$ cat src/irq_pin_defines.svh
`ifndef IRQ_PIN_DEFINES_SVH
`define IRQ_PIN_DEFINES_SVH

// Register location
`define IRQ_CFG_OFFSET        12'h054
// Field positions
`define CFG_HOLDOFF_MSB       31
`define CFG_HOLDOFF_LSB       24
`define CFG_RESTART_BIT       14
`define CFG_ACTIVE_BIT        13
`define CFG_MASTER_BIT        12
`define CFG_OUT_EN_BIT        8
`define CFG_POL_BIT           4
`define CFG_DRIVE_BIT         0
// Reset values
`define HOLDOFF_RESET         8'h00
// Timing: one hold-off step in ns, clock period in ns
`define HOLDOFF_STEP_NS       10000
`define CLK_PERIOD_NS         4
`define TICK_CYCLES           (`HOLDOFF_STEP_NS / `CLK_PERIOD_NS)

`endif

$ cat src/irq_pin_pkg.sv
package irq_pin_pkg;

	// Register access request
	typedef struct packed {
		logic        wr;
		logic        rd;
		logic [11:0] addr;
		logic [31:0] wdata;
	} reg_req_t;

	// Hold-off sequencer states
	typedef enum logic [1:0] {
		ST_PASS,
		ST_ASSERTED,
		ST_HOLDOFF
	} holdoff_state_t;

endpackage : irq_pin_pkg

$ cat src/holdoff_tick.sv
`timescale 1ns/1ns
`default_nettype none
`include "irq_pin_defines.svh"

// Free-running 10 us step generator
module holdoff_tick
(
	input  wire logic core_clk,
	input  wire logic rst,
	input  wire logic restart,
	output logic      tick
);

	logic [11:0] cnt_r; // Cycle counter within one step

	// Pulse tick once per step; restart realigns the step
	always_ff @(posedge core_clk)
	begin
		if (rst || restart || tick)
			cnt_r <= 12'h000;
		else
			cnt_r <= cnt_r + 12'h001;
	end

	assign tick = (cnt_r == 12'(`TICK_CYCLES - 1));

endmodule : holdoff_tick
`default_nettype wire

$ cat src/irq_pin_ctrl.sv
`timescale 1ns/1ns
`default_nettype none
`include "irq_pin_defines.svh"

// Notes on behaviour
// - Bits 31:24 set hold-off in 10us steps
// - Zero interval disables hold-off, forwards pending
// - New interval applies to later interrupts
// - Writing bit 14 restarts interval, self-clears
// - Bit 13 reads one during hold-off
// - Bit 12 shows internal master line
// - Bit 8 zero keeps pin de-asserted
// - Bit 4 selects active high polarity
// - Bit 0 selects push-pull, else open-drain
// - Open-drain always signals active low
// - Polarity, drive bits survive soft reset
// - Master line ORs enabled status bits
module irq_pin_ctrl
	import irq_pin_pkg::*;
(
	input  wire logic        core_clk,
	input  wire logic        rst,
	input  wire logic        soft_rst,
	input  wire reg_req_t    req,
	output logic [31:0]      rdata,
	input  wire logic [31:0] interrupt_source_status,
	input  wire logic [31:0] interrupt_source_enable,
	input  wire logic        irq_pin_i,
	output logic             irq_pin_o,
	output logic             irq_pin_oe
);

	// Software-visible configuration
	logic [7:0]     deassert_holdoff_interval_r;
	logic           irq_out_enable_r;
	logic           interrupt_pin_polarity_r;
	logic           push_pull_drive_r;
	// Hold-off engine
	holdoff_state_t state_r;
	holdoff_state_t state_nxt;
	logic [7:0]     holdoff_cnt_r;
	logic [7:0]     holdoff_cnt_nxt;
	logic           master_line;
	logic           cfg_wr;
	logic           cfg_sel;         // Address hits the config register
	logic           holdoff_interval_restart;
	logic           tick;
	logic           pin_asserted;
	logic           level_active;
	logic [7:0]     new_interval;
	logic           holdoff_interval_active;
	logic [31:0]    rdata_nxt;

	// Pin level is not observed internally; the wire is only driven
	logic           unused_pin;
	assign unused_pin = irq_pin_i;

	// Register select and write decode, shared by read and write paths
	assign cfg_sel      = (req.addr == `IRQ_CFG_OFFSET);
	assign cfg_wr       = req.wr && cfg_sel;
	assign new_interval = req.wdata[`CFG_HOLDOFF_MSB:`CFG_HOLDOFF_LSB];
	assign holdoff_interval_restart = cfg_wr && req.wdata[`CFG_RESTART_BIT];

	assign master_line = |(interrupt_source_status & interrupt_source_enable);

	// Step timer, realigned on restart so the first step is whole
	// 10us step timer
	holdoff_tick holdoff_tick_inst
	(
		.core_clk (core_clk),
		.rst      (rst),
		.restart  (holdoff_interval_restart),
		.tick     (tick)
	);

	// Configuration bits cleared by chip reset and soft reset
	always_ff @(posedge core_clk)
	begin
		if (rst || soft_rst)
		begin
			deassert_holdoff_interval_r <= `HOLDOFF_RESET;
			irq_out_enable_r            <= 1'b0;
		end
		else if (cfg_wr)
		begin
			deassert_holdoff_interval_r <= new_interval;
			irq_out_enable_r            <= req.wdata[`CFG_OUT_EN_BIT];
		end
	end

	// Pin shape bits: soft reset deliberately ignored
	always_ff @(posedge core_clk)
	begin
		if (rst)
		begin
			interrupt_pin_polarity_r <= 1'b0;
			push_pull_drive_r        <= 1'b0;
		end
		else if (cfg_wr)
		begin
			interrupt_pin_polarity_r <= req.wdata[`CFG_POL_BIT];
			push_pull_drive_r        <= req.wdata[`CFG_DRIVE_BIT];
		end
	end

	// Hold-off sequencer; the interval value is sampled when a hold-off
	// starts, so a nonzero rewrite without bit 14 only affects later interrupts
	always_comb
	begin
		state_nxt       = state_r;
		holdoff_cnt_nxt = holdoff_cnt_r;
		case (state_r)
			// Interrupts pass to the pin
			ST_PASS:
			begin
				if (master_line)
					state_nxt = ST_ASSERTED;
			end
			// Pin asserted; watch for return to inactive
			ST_ASSERTED:
			begin
				if (!master_line && (deassert_holdoff_interval_r != 8'h00))
				begin
					state_nxt       = ST_HOLDOFF;
					holdoff_cnt_nxt = deassert_holdoff_interval_r;
				end
				else if (!master_line)
					state_nxt = ST_PASS;
			end
			// Counting down in 10 us steps, interrupts withheld
			ST_HOLDOFF:
			begin
				if (tick && (holdoff_cnt_r == 8'h01))
				begin
					state_nxt       = ST_PASS;
					holdoff_cnt_nxt = 8'h00;
				end
				else if (tick)
					holdoff_cnt_nxt = holdoff_cnt_r - 8'h01;
			end
			default:
			begin
				state_nxt       = ST_PASS;
				holdoff_cnt_nxt = 8'h00;
			end
		endcase
		if (holdoff_interval_restart && (new_interval != 8'h00))
		begin
			state_nxt       = ST_HOLDOFF;
			holdoff_cnt_nxt = new_interval;
		end
		if (cfg_wr && (new_interval == 8'h00))
		begin
			state_nxt       = master_line ? ST_ASSERTED : ST_PASS;
			holdoff_cnt_nxt = 8'h00;
		end
		// Chip or soft reset returns to pass
		if (rst || soft_rst)
		begin
			state_nxt       = ST_PASS;
			holdoff_cnt_nxt = 8'h00;
		end
	end

	// Sequencer state registers
	always_ff @(posedge core_clk)
	begin
		state_r       <= state_nxt;
		holdoff_cnt_r <= holdoff_cnt_nxt;
	end

	assign holdoff_interval_active = (state_r == ST_HOLDOFF);
	assign pin_asserted = irq_out_enable_r && master_line && !holdoff_interval_active;

	assign level_active = push_pull_drive_r ? interrupt_pin_polarity_r : 1'b0;

	// Pin drive, registered to keep the pin glitch-free
	always_ff @(posedge core_clk)
	begin
		if (rst)
		begin
			irq_pin_o  <= 1'b1;
			irq_pin_oe <= 1'b0;
		end
		else if (push_pull_drive_r)
		begin
			irq_pin_o  <= pin_asserted ? level_active : !level_active;
			irq_pin_oe <= 1'b1;
		end
		else
		begin
			// Open-drain: drive low only while asserted
			irq_pin_o  <= 1'b0;
			irq_pin_oe <= pin_asserted;
		end
	end

	// Read data assembly; restart bit always reads zero
	always_comb
	begin
		rdata_nxt = 32'h0000_0000;
		if (cfg_sel)
		begin
			rdata_nxt[`CFG_HOLDOFF_MSB:`CFG_HOLDOFF_LSB] = deassert_holdoff_interval_r;
			rdata_nxt[`CFG_ACTIVE_BIT]                   = holdoff_interval_active;
			rdata_nxt[`CFG_MASTER_BIT]                   = master_line;
			rdata_nxt[`CFG_OUT_EN_BIT]                   = irq_out_enable_r;
			rdata_nxt[`CFG_POL_BIT]                      = interrupt_pin_polarity_r;
			rdata_nxt[`CFG_DRIVE_BIT]                    = push_pull_drive_r;
		end
	end

	// Read data held in a flop, updated on each read
	always_ff @(posedge core_clk)
	begin
		if (rst)
			rdata <= 32'h0000_0000;
		else if (req.rd)
			rdata <= rdata_nxt;
	end

endmodule : irq_pin_ctrl
`default_nettype wire

$ cat config.mk
export PLATFORM = sky130hd
export DESIGN_NAME = irq_pin_ctrl
export DESIGN_NICKNAME = d
export VERILOG_FILES = /design/src/irq_pin_pkg.sv /design/src/holdoff_tick.sv /design/src/irq_pin_ctrl.sv
export VERILOG_INCLUDE_DIRS = /design/src
export SDC_FILE = /design/constraint.sdc
export NUM_CORES = 1
export LEC_CHECK = 0
export BUFFER_PORTS_ARGS = -buffer_cell sky130_fd_sc_hd__buf_2
export CORE_MARGIN = 2
export CORE_UTILIZATION = 45
export CTS_CLUSTER_SIZE = 16
export DETAILED_ROUTE_END_ITERATION = 8
export PLACE_DENSITY = 0.87
export SYNTH_ARGS = -nofsm -noshare
export SYNTH_HDL_FRONTEND = slang
export SYNTH_SLANG_ARGS = --single-unit
$ cat constraint.sdc
create_clock -name core_clk -period 2.7 [get_ports core_clk]
set_input_delay 0.405 -clock core_clk [delete_from_list [all_inputs] [get_ports core_clk]]
set_output_delay 0.405 -clock core_clk [all_outputs]
set_load 0.01 [all_outputs]
==> metrics.md, run 1 <==
| Metric | Value |
|---|---|
| Fill count | `573` |
| Hold Vio Cnt, Final | `0` |
| Hold Buf Count CTS | `0` |
| Drc violations | `0` |
| Overall die area | `6870 sq um` |
| Final core occ | `57.7%` |
| Syn Area/Cell | `7.89 sq um` |
| Core area | `5960 sq um` |
| Comb pwr share | `11.9%` |
| Nets | `578` |
| Total global routing overflow | `0` |
| Critical path class | `flip-flop to flip-flop` |
| Seq/Total Area, Yosys | `34.3%` |
| Critical Path RT | `2.88 ns` |
| Vias in the first global route | `2845` |
| Cells after synthesis | `355` |
| Met1 WL | `3020 um` |
| Share of cells above drive strength 1 | `27.3%` |
| Post-route ant nets | `0` |
| Pins Over Slew Limit | `0` |
| Metal3 WL | `521 um` |
| Final TNS setup | `0 ns` |
| Root Buffer | `clkbuf_8` |
| Max-slew headroom | `65.4%` |
| First DRT Iteration DRCs | `197` |
| Crit. End Element | `flip-flop` |
| Fin crit share | `85.2%` |
| CTS resizes | `0` |
| Most used flip-flop cell after synthesis | `dfxtp_1` |
| # diodes | `0` |
| Reg area | `961 sq um` |
| Clock-pin slew on the worst setup and hold paths | `0.09 ns` |
| Status | `complete, no violations` |
| Register share of total power | `51.8%` |
| H-Tree Level Count | `2` |
| Post-DP HPWL | `5530 um` |
| Crit path DAT | `2.48 ns` |
| Worst-Skew Late Latency | `0.30 ns` |
| Area of the multi-input gates | `1660 sq um` |
| RSZ-0062 raised after global routing | `false` |
| Synth cell types | `46` |
| Die width | `82.9 um` |
| Tmin final | `2.30 ns` |
| CTS tree | `yes` |
| Avg WL per Cell | `13.2 um` |
| Total I/O pin count | `148` |
| Ys async rst share | `0%` |
| Dpl ws | `0.318 ns` |
| Max frequency | `0.435 GHz` |
| GRT Overall Usage | `20.4%` |
| Power Density | `403 nW/um^2` |
| Buffers on Ports | `107` |
| Clock Path Buffers | `2` |
| Pin count of the biggest net entering global routing | `27` |
| Sw Share | `23.1%` |
| Internal power | `1.07 mW` |
| Initial core utilization | `47.0%` |
| Switching pwr | `0.319 mW` |
| Peak VDD IR | `260 uV` |
| Die height | `82.9 um` |
| Final setup margin | `0.399 ns` |
| Met2 wire length | `3410 um` |
| Total detailed-routing wirelength | `7040 um` |
| Routed vias/inst | `5.45` |
| Num CTS Buffers | `5` |
| CP max FO | `9` |
| Via count | `2907` |
| Number of synthesized flops with an enable pin | `0` |
| Final Setup Violations | `0` |
| Tot Pwr | `1.39 mW` |
| Final estimated routing congestion in global placement | `0.905` |
| Max_cap viols | `0` |
| Highest Signal Layer | `met4` |
| Hold Path Class | `input port to flip-flop` |
| Post-CTS setup repair buffer count | `0` |
| Setup crit start kind | `flip-flop` |
| First-pass iteration count of the detailed router | `5` |
| Clk_skew | `0.0103 ns` |
| Total leakage power | `1.40 nW` |
| Seq cells post-synth | `48` |
| Slew of the pin with the lowest slew margin | `0.515 ns` |
| CTS sink count | `48` |
| Area Overhead vs Synth | `22.7%` |
| Syn. warnings | `0` |
| Clock share of power | `36.3%` |
| Rows | `28` |
| Initial antenna violation count | `0` |
| First-pass GRT wire length | `12100 um` |
| Syn Std Cell Area | `2800 sq um` |
==> state kept, by name, indices dropped and copies added (netlist names) <==
name and cells:
rdata 13, holdoff_tick_inst.cnt_r 12, deassert_holdoff_interval_r 8, holdoff_cnt_r 8, state_r 2, interrupt_pin_polarity_r 1, irq_out_enable_r 1, irq_pin_o 1
irq_pin_oe 1, push_pull_drive_r 1
==> per-stage QoR <==
stage          area (sq um)  cells  hold WS (ns)
2_1_floorplan          2870    373         0.426
3_3_place_gp           3330    525         0.437
3_5_place_dp           3330    525         0.455
4_1_cts                3440    533         0.360
5_1_grt                3440    533         0.364
6_report               3440    533         0.364
==> logic make-up (layout without fill, tap and decap cells) <==
group                    after synthesis  in the layout  share of synthesized area [%]
adder cells (fa/ha/maj)                7              7                           3.13
buffers and inverters                 45            130                           8.71
XOR/XNOR                              14             14                           4.38
AO/OA/AOI/OAI                         93             93                           21.9
flip-flops                            48             48                           34.3
other                                  1             19                          0.134
AND/OR/NAND/NOR                      145            145                           26.7
multiplexers                           2              2                          0.715
==> cell usage in the layout (no fill, tap or decap), types with 2 or more instances in the layout <==
| cell type | synthesis | final |
|---|---|---|
| o22ai_1 | 8 | 8 |
| a22oi_1 | 16 | 16 |
| nor2_1 | 21 | 21 |
| nor4b_1 | 2 | 2 |
| or3_1 | 4 | 4 |
| or4_4 | 2 | 2 |
| inv_1 | 10 | 10 |
| o221ai_1 | 3 | 3 |
| nor4_1 | 7 | 7 |
| o211ai_1 | 12 | 12 |
| o31a_1 | 2 | 2 |
| nand3_1 | 20 | 20 |
| nand4_1 | 5 | 5 |
| conb_1 | 1 | 19 |
| dfxtp_1 | 48 | 48 |
| mux2i_1 | 2 | 2 |
| a21o_1 | 3 | 3 |
| nand2b_1 | 16 | 16 |
| and2_1 | 9 | 9 |
| nand2_1 | 45 | 45 |
| buf_4 | 19 | 5 |
| a31oi_1 | 2 | 2 |
| nor3_1 | 2 | 2 |
| clkbuf_8 | 0 | 5 |
| and3_1 | 3 | 3 |
| ha_1 | 7 | 7 |
| buf_2 | 3 | 107 |
| xor2_1 | 9 | 9 |
| xnor2_1 | 5 | 5 |
| a21oi_1 | 41 | 41 |
==> final timing paths <==
path / start / to / slack (ns) / cells after the start
hold reg to reg: rdata[29] / rdata[29] / 0.47 / 2
setup reg to reg: holdoff_cnt_r[3] / holdoff_cnt_r[6] / 0.40 / 6
setup / recovery: holdoff_cnt_r[3] / holdoff_cnt_r[6] / 0.40 / 6
hold / removal: req[0] / push_pull_drive_r / 0.36 / 3
==> cells in the mapped netlist, drive strengths merged, types with 2 or more instances <==
library cell / number / area share, %
o221ai: 3 / 0.94
xnor2: 5 / 1.6
or3: 4 / 0.89
nand4: 5 / 1.1
inv: 10 / 1.3
nor2: 21 / 2.8
nor3: 3 / 0.71
buf: 23 / 5.8
nand3: 20 / 3.6
ha: 7 / 3.1
a21oi: 41 / 7.3
a22oi: 16 / 4.3
mux2i: 2 / 0.71
or4: 3 / 1.1
o211ai: 12 / 3.2
and2: 9 / 2.0
o21ai: 3 / 0.94
a21o: 3 / 0.80
a31oi: 2 / 0.45
o31a: 2 / 0.63
dfxtp: 48 / 34
o22ai: 8 / 1.8
nor4b: 2 / 0.63
xor2: 9 / 2.8
clkbuf: 12 / 1.6
nor4: 7 / 1.6
and3: 3 / 0.67
nand2b: 16 / 3.6
nand2: 45 / 6.0
==> metal layers <==
| metal | global-route usage [%] | vias up |
|---|---|---|
| li1 | - | 1433 |
| met5 | 0 | - |
| met4 | 5.81 | 0 |
| met2 | 35.7 | 126 |
| met1 | 25.7 | 1335 |
| met3 | 3.48 | 13 |
==> critical path, cell delays in order, from the launching register on <==
cell and delay [ns]:
dfxtp_1 0.37, or3_1 0.46, or4_1 0.68, o221ai_1 0.26
a21oi_1 0.09, o22ai_1 0.22, a21oi_1 0.10
==> power groups by stage <==
| stage | registers (mW) | logic [mW] | clock network [mW] |
|---|---|---|---|
| after floorplan | 0.734 | 0.0984 | 0 |
| after global placement | 0.734 | 0.158 | 0 |
| after detailed placement | 0.734 | 0.162 | 0 |
| after CTS | 0.717 | 0.163 | 0.515 |
| after global routing | 0.719 | 0.184 | 0.541 |
| final | 0.718 | 0.165 | 0.503 |
==> final cells by class <==
class                      instances  area share [%]
clock buffer                       6            2.11
clock inverter                     2            1.02
inverter                          10            1.09
multi-input combinational        280            48.4
sequential                        48            28.0
tap                               75            2.73
timing repair buffer             112            16.7
Power figures use the tool's default switching activity.
==> inputs of run 2 (changes only) <==
- TNS_END_PERCENT: unset -> 50
- clock period: 2.7 -> 2.34 ns (I/O delays scaled with it)
==> run 2 against run 1 <==
  * Combinational power increased by 16%
  * Via count decreased by 2.1%
  * Critical endpoint is now holdoff_cnt_r[5]
  * Final cell count increased by 0.75%
  * Non-clock buffer count increased by 4
  * Register-to-register slack got worse by 0.17 ns
  * Sequential power increased by 15%
  * Highest routed layer unchanged
  * Largest cell class unchanged
  * Global-route usage decreased by 0.24 points
  * Die area unchanged
  * Clock-buffer cell count unchanged
==> metrics.md, run 2 (same netlist as run 1, synthesis figures left out) <==
| Metric | Value |
|---|---|
| Status | `complete, no violations` |
| Delay of the slowest critical-path stage | `0.58 ns (-0.10 ns)` |
| Fin crit share | `90.2% (+5.0 points)` |
| Worst-Skew Late Latency | `0.30 ns (about the same)` |
| Max frequency | `0.474 GHz (+9.0%)` |
| Register share of total power | `51.7% (about the same)` |
| Tmin final | `2.11 ns (-0.189 ns)` |
| Clock-pin slew on the worst setup and hold paths | `0.09 ns (about the same)` |
| Post-CTS setup repair buffer count | `0 (unchanged)` |
| Crit. End Element | `flip-flop` |
| Clock Path Buffers | `2 (unchanged)` |
| Clock share of power | `36.4% (about the same)` |
| Peak VDD IR | `327 uV (+26%)` |
| Pin count of the biggest net entering global routing | `27 (unchanged)` |
| Clk_skew | `0.00681 ns (-0.00351 ns)` |
| Post-DP HPWL | `5570 um (+0.63%)` |
| Hold Path Class | `input port to flip-flop` |
| Total leakage power | `1.42 nW (+1.7%)` |
| Post-route ant nets | `0 (unchanged)` |
| Total global routing overflow | `0 (unchanged)` |
| CP cell instances | `or3_1, or4_4, o221ai_1, a21oi_1, o22ai_1, a21oi_1` |
| CP max FO | `9 (unchanged)` |
| First DRT Iteration DRCs | `193 (-2.0%)` |
| Final estimated routing congestion in global placement | `0.906 (about the same)` |
| CTS tree | `yes` |
| Switching pwr | `0.371 mW (+16%)` |
| RSZ-0062 raised after global routing | `false` |
| Met3 GRT Util | `4.17% (+0.70 points)` |
| Routed vias/inst | `5.30 (-2.8%)` |
| # diodes | `0 (unchanged)` |
| CTS sink count | `48 (unchanged)` |
| Hold Buf Count CTS | `0 (unchanged)` |
| Buffers on Ports | `107 (unchanged)` |
| Slew of the pin with the lowest slew margin | `0.528 ns (+0.0130 ns)` |
| Final setup margin | `0.228 ns (-0.171 ns)` |
| Max_cap viols | `0 (unchanged)` |
| GRT Overall Usage | `20.1% (-0.24 points)` |
| Commonest non-fill, non-tap cell in the layout | `buf_2` |
| Area Overhead vs Synth | `23.9%` |
| Top reg by flops | `rdata` |
| First-pass iteration count of the detailed router | `4 (-1)` |
| Critical path class | `flip-flop to flip-flop` |
| Vias in the first global route | `2699 (-5.1%)` |
| Dpl ws | `0.0323 ns (-0.286 ns)` |
| First-pass GRT wire length | `11800 um (-2.3%)` |
| Share of cells above drive strength 1 | `28.1% (+0.85 points)` |
| Biggest regs | `rdata: 13 flops, holdoff_tick_inst.cnt_r: 12 flops` |
| Final Setup Violations | `0 (unchanged)` |
| Most common cell on crit path | `a21oi_1` |
| Comb pwr share | `11.9% (about the same)` |
| Initial antenna violation count | `0 (unchanged)` |
| Root Buffer | `clkbuf_8` |
| Final TNS setup | `0 ns (unchanged)` |
| Core area | `5960 sq um (unchanged)` |
| Most Used Layer, Global Route | `met2` |
| Max-slew headroom | `64.6% (-0.80 points)` |
| Pins Over Slew Limit | `0 (unchanged)` |
| Power Density | `462 nW/um^2 (+15%)` |
| H-Tree Level Count | `2 (unchanged)` |
| Nets | `582 (+0.69%)` |
| Num CTS Buffers | `5 (unchanged)` |
| Initial core utilization | `47.0% (unchanged)` |
| Drc violations | `0 (unchanged)` |
| Overall die area | `6870 sq um (unchanged)` |
| Max reg flops | `13 (unchanged)` |
| Internal power | `1.23 mW (+15%)` |
| Crit path DAT | `2.29 ns (-0.19 ns)` |
| Critical Path RT | `2.51 ns (-0.37 ns)` |
| Die height | `82.9 um (unchanged)` |
| Via count | `2846 (-2.1%)` |
| Total detailed-routing wirelength | `7100 um (+0.92%)` |
| Total I/O pin count | `148 (unchanged)` |
| Hold Vio Cnt, Final | `0 (unchanged)` |
| Sw Share | `23.2% (+0.10 points)` |
| Commonest cells after routing, fill and taps aside | `107 x buf_2, 48 x dfxtp_1, 45 x nand2_1, 41 x a21oi_1, 21 x nor2_1` |
| Rows | `28 (unchanged)` |
| GR Util met2 | `35.0% (-0.73 points)` |
| Setup crit start kind | `flip-flop` |
| Die width | `82.9 um (unchanged)` |
| Crit-path slowest cell | `or4_4` |
| Avg WL per Cell | `13.2 um (+0.17%)` |
| M1 GR Usage | `25.3% (-0.34 points)` |
==> run 2: cell count changes in the layout (fill, tap and decap cells not counted) <==
cell,before,now
buf_4,5,9
or4_1,1,0
or4_4,2,3
==> run 2: layer usage <==
metal	part of all wire, %	wire [um]
met3	6.2	437
met5	0	0
met1	44	3130
met2	49	3450
met4	1.2	88
==> run 2: power groups by stage <==
stage / Combinational (mW) / Clock [mW] / Sequential, mW
after CTS: 0.190 / 0.590 / 0.828
after global routing: 0.213 / 0.629 / 0.829
final: 0.191 / 0.583 / 0.828
after global placement: 0.184 / 0 / 0.847
after floorplan: 0.114 / 0 / 0.847
after detailed placement: 0.189 / 0 / 0.847
==> run 2: repair_timing <==
action / in CTS / in global routing
setup endpoints to repair: 0 / 3
gates resized for setup: 0 / 1
hold endpoints to repair: 0 / 0
==> run 2: final timing paths <==
check                        start           endpoint  slack (ns)  cells after the start
hold / removal              req[0]  push_pull_drive_r        0.30                      3
hold reg to reg          rdata[27]          rdata[27]        0.47                      2
setup / recovery  holdoff_cnt_r[3]   holdoff_cnt_r[5]        0.23                      6
setup reg to reg  holdoff_cnt_r[3]   holdoff_cnt_r[5]        0.23                      6
==> run 2: worst max-delay path, delay by kind of cell (launching register included) <==
kind            cells  cell delay (ns)
simple gates        2             1.05
compound gates      4             0.57
flops               1             0.37
==> run 2: final cells by class <==
| cell class | count | area [sq um] |
|---|---|---|
| tap | 75 | 93.8 |
| clock buffer | 6 | 72.6 |
| inverter | 10 | 37.5 |
| sequential | 48 | 961 |
| clock inverter | 2 | 35.0 |
| multi-input combinational | 280 | 1670 |
| timing repair buffer | 116 | 603 |
| fill | 549 | 2480 |
==> run 2: per-stage QoR <==
stage               instance area, sq um  hold slack (ns)  total power [mW]  std cells  utilization, %
floorplan                           2870            0.426             0.960        373               -
global placement                    3360            0.437              1.03        529            56.4
detailed placement                  3360            0.457              1.04        529            56.4
CTS                                 3470            0.303              1.61        537            58.2
global route                        3470            0.313              1.67        537            58.3
finish                              3470            0.301              1.60        537            58.3
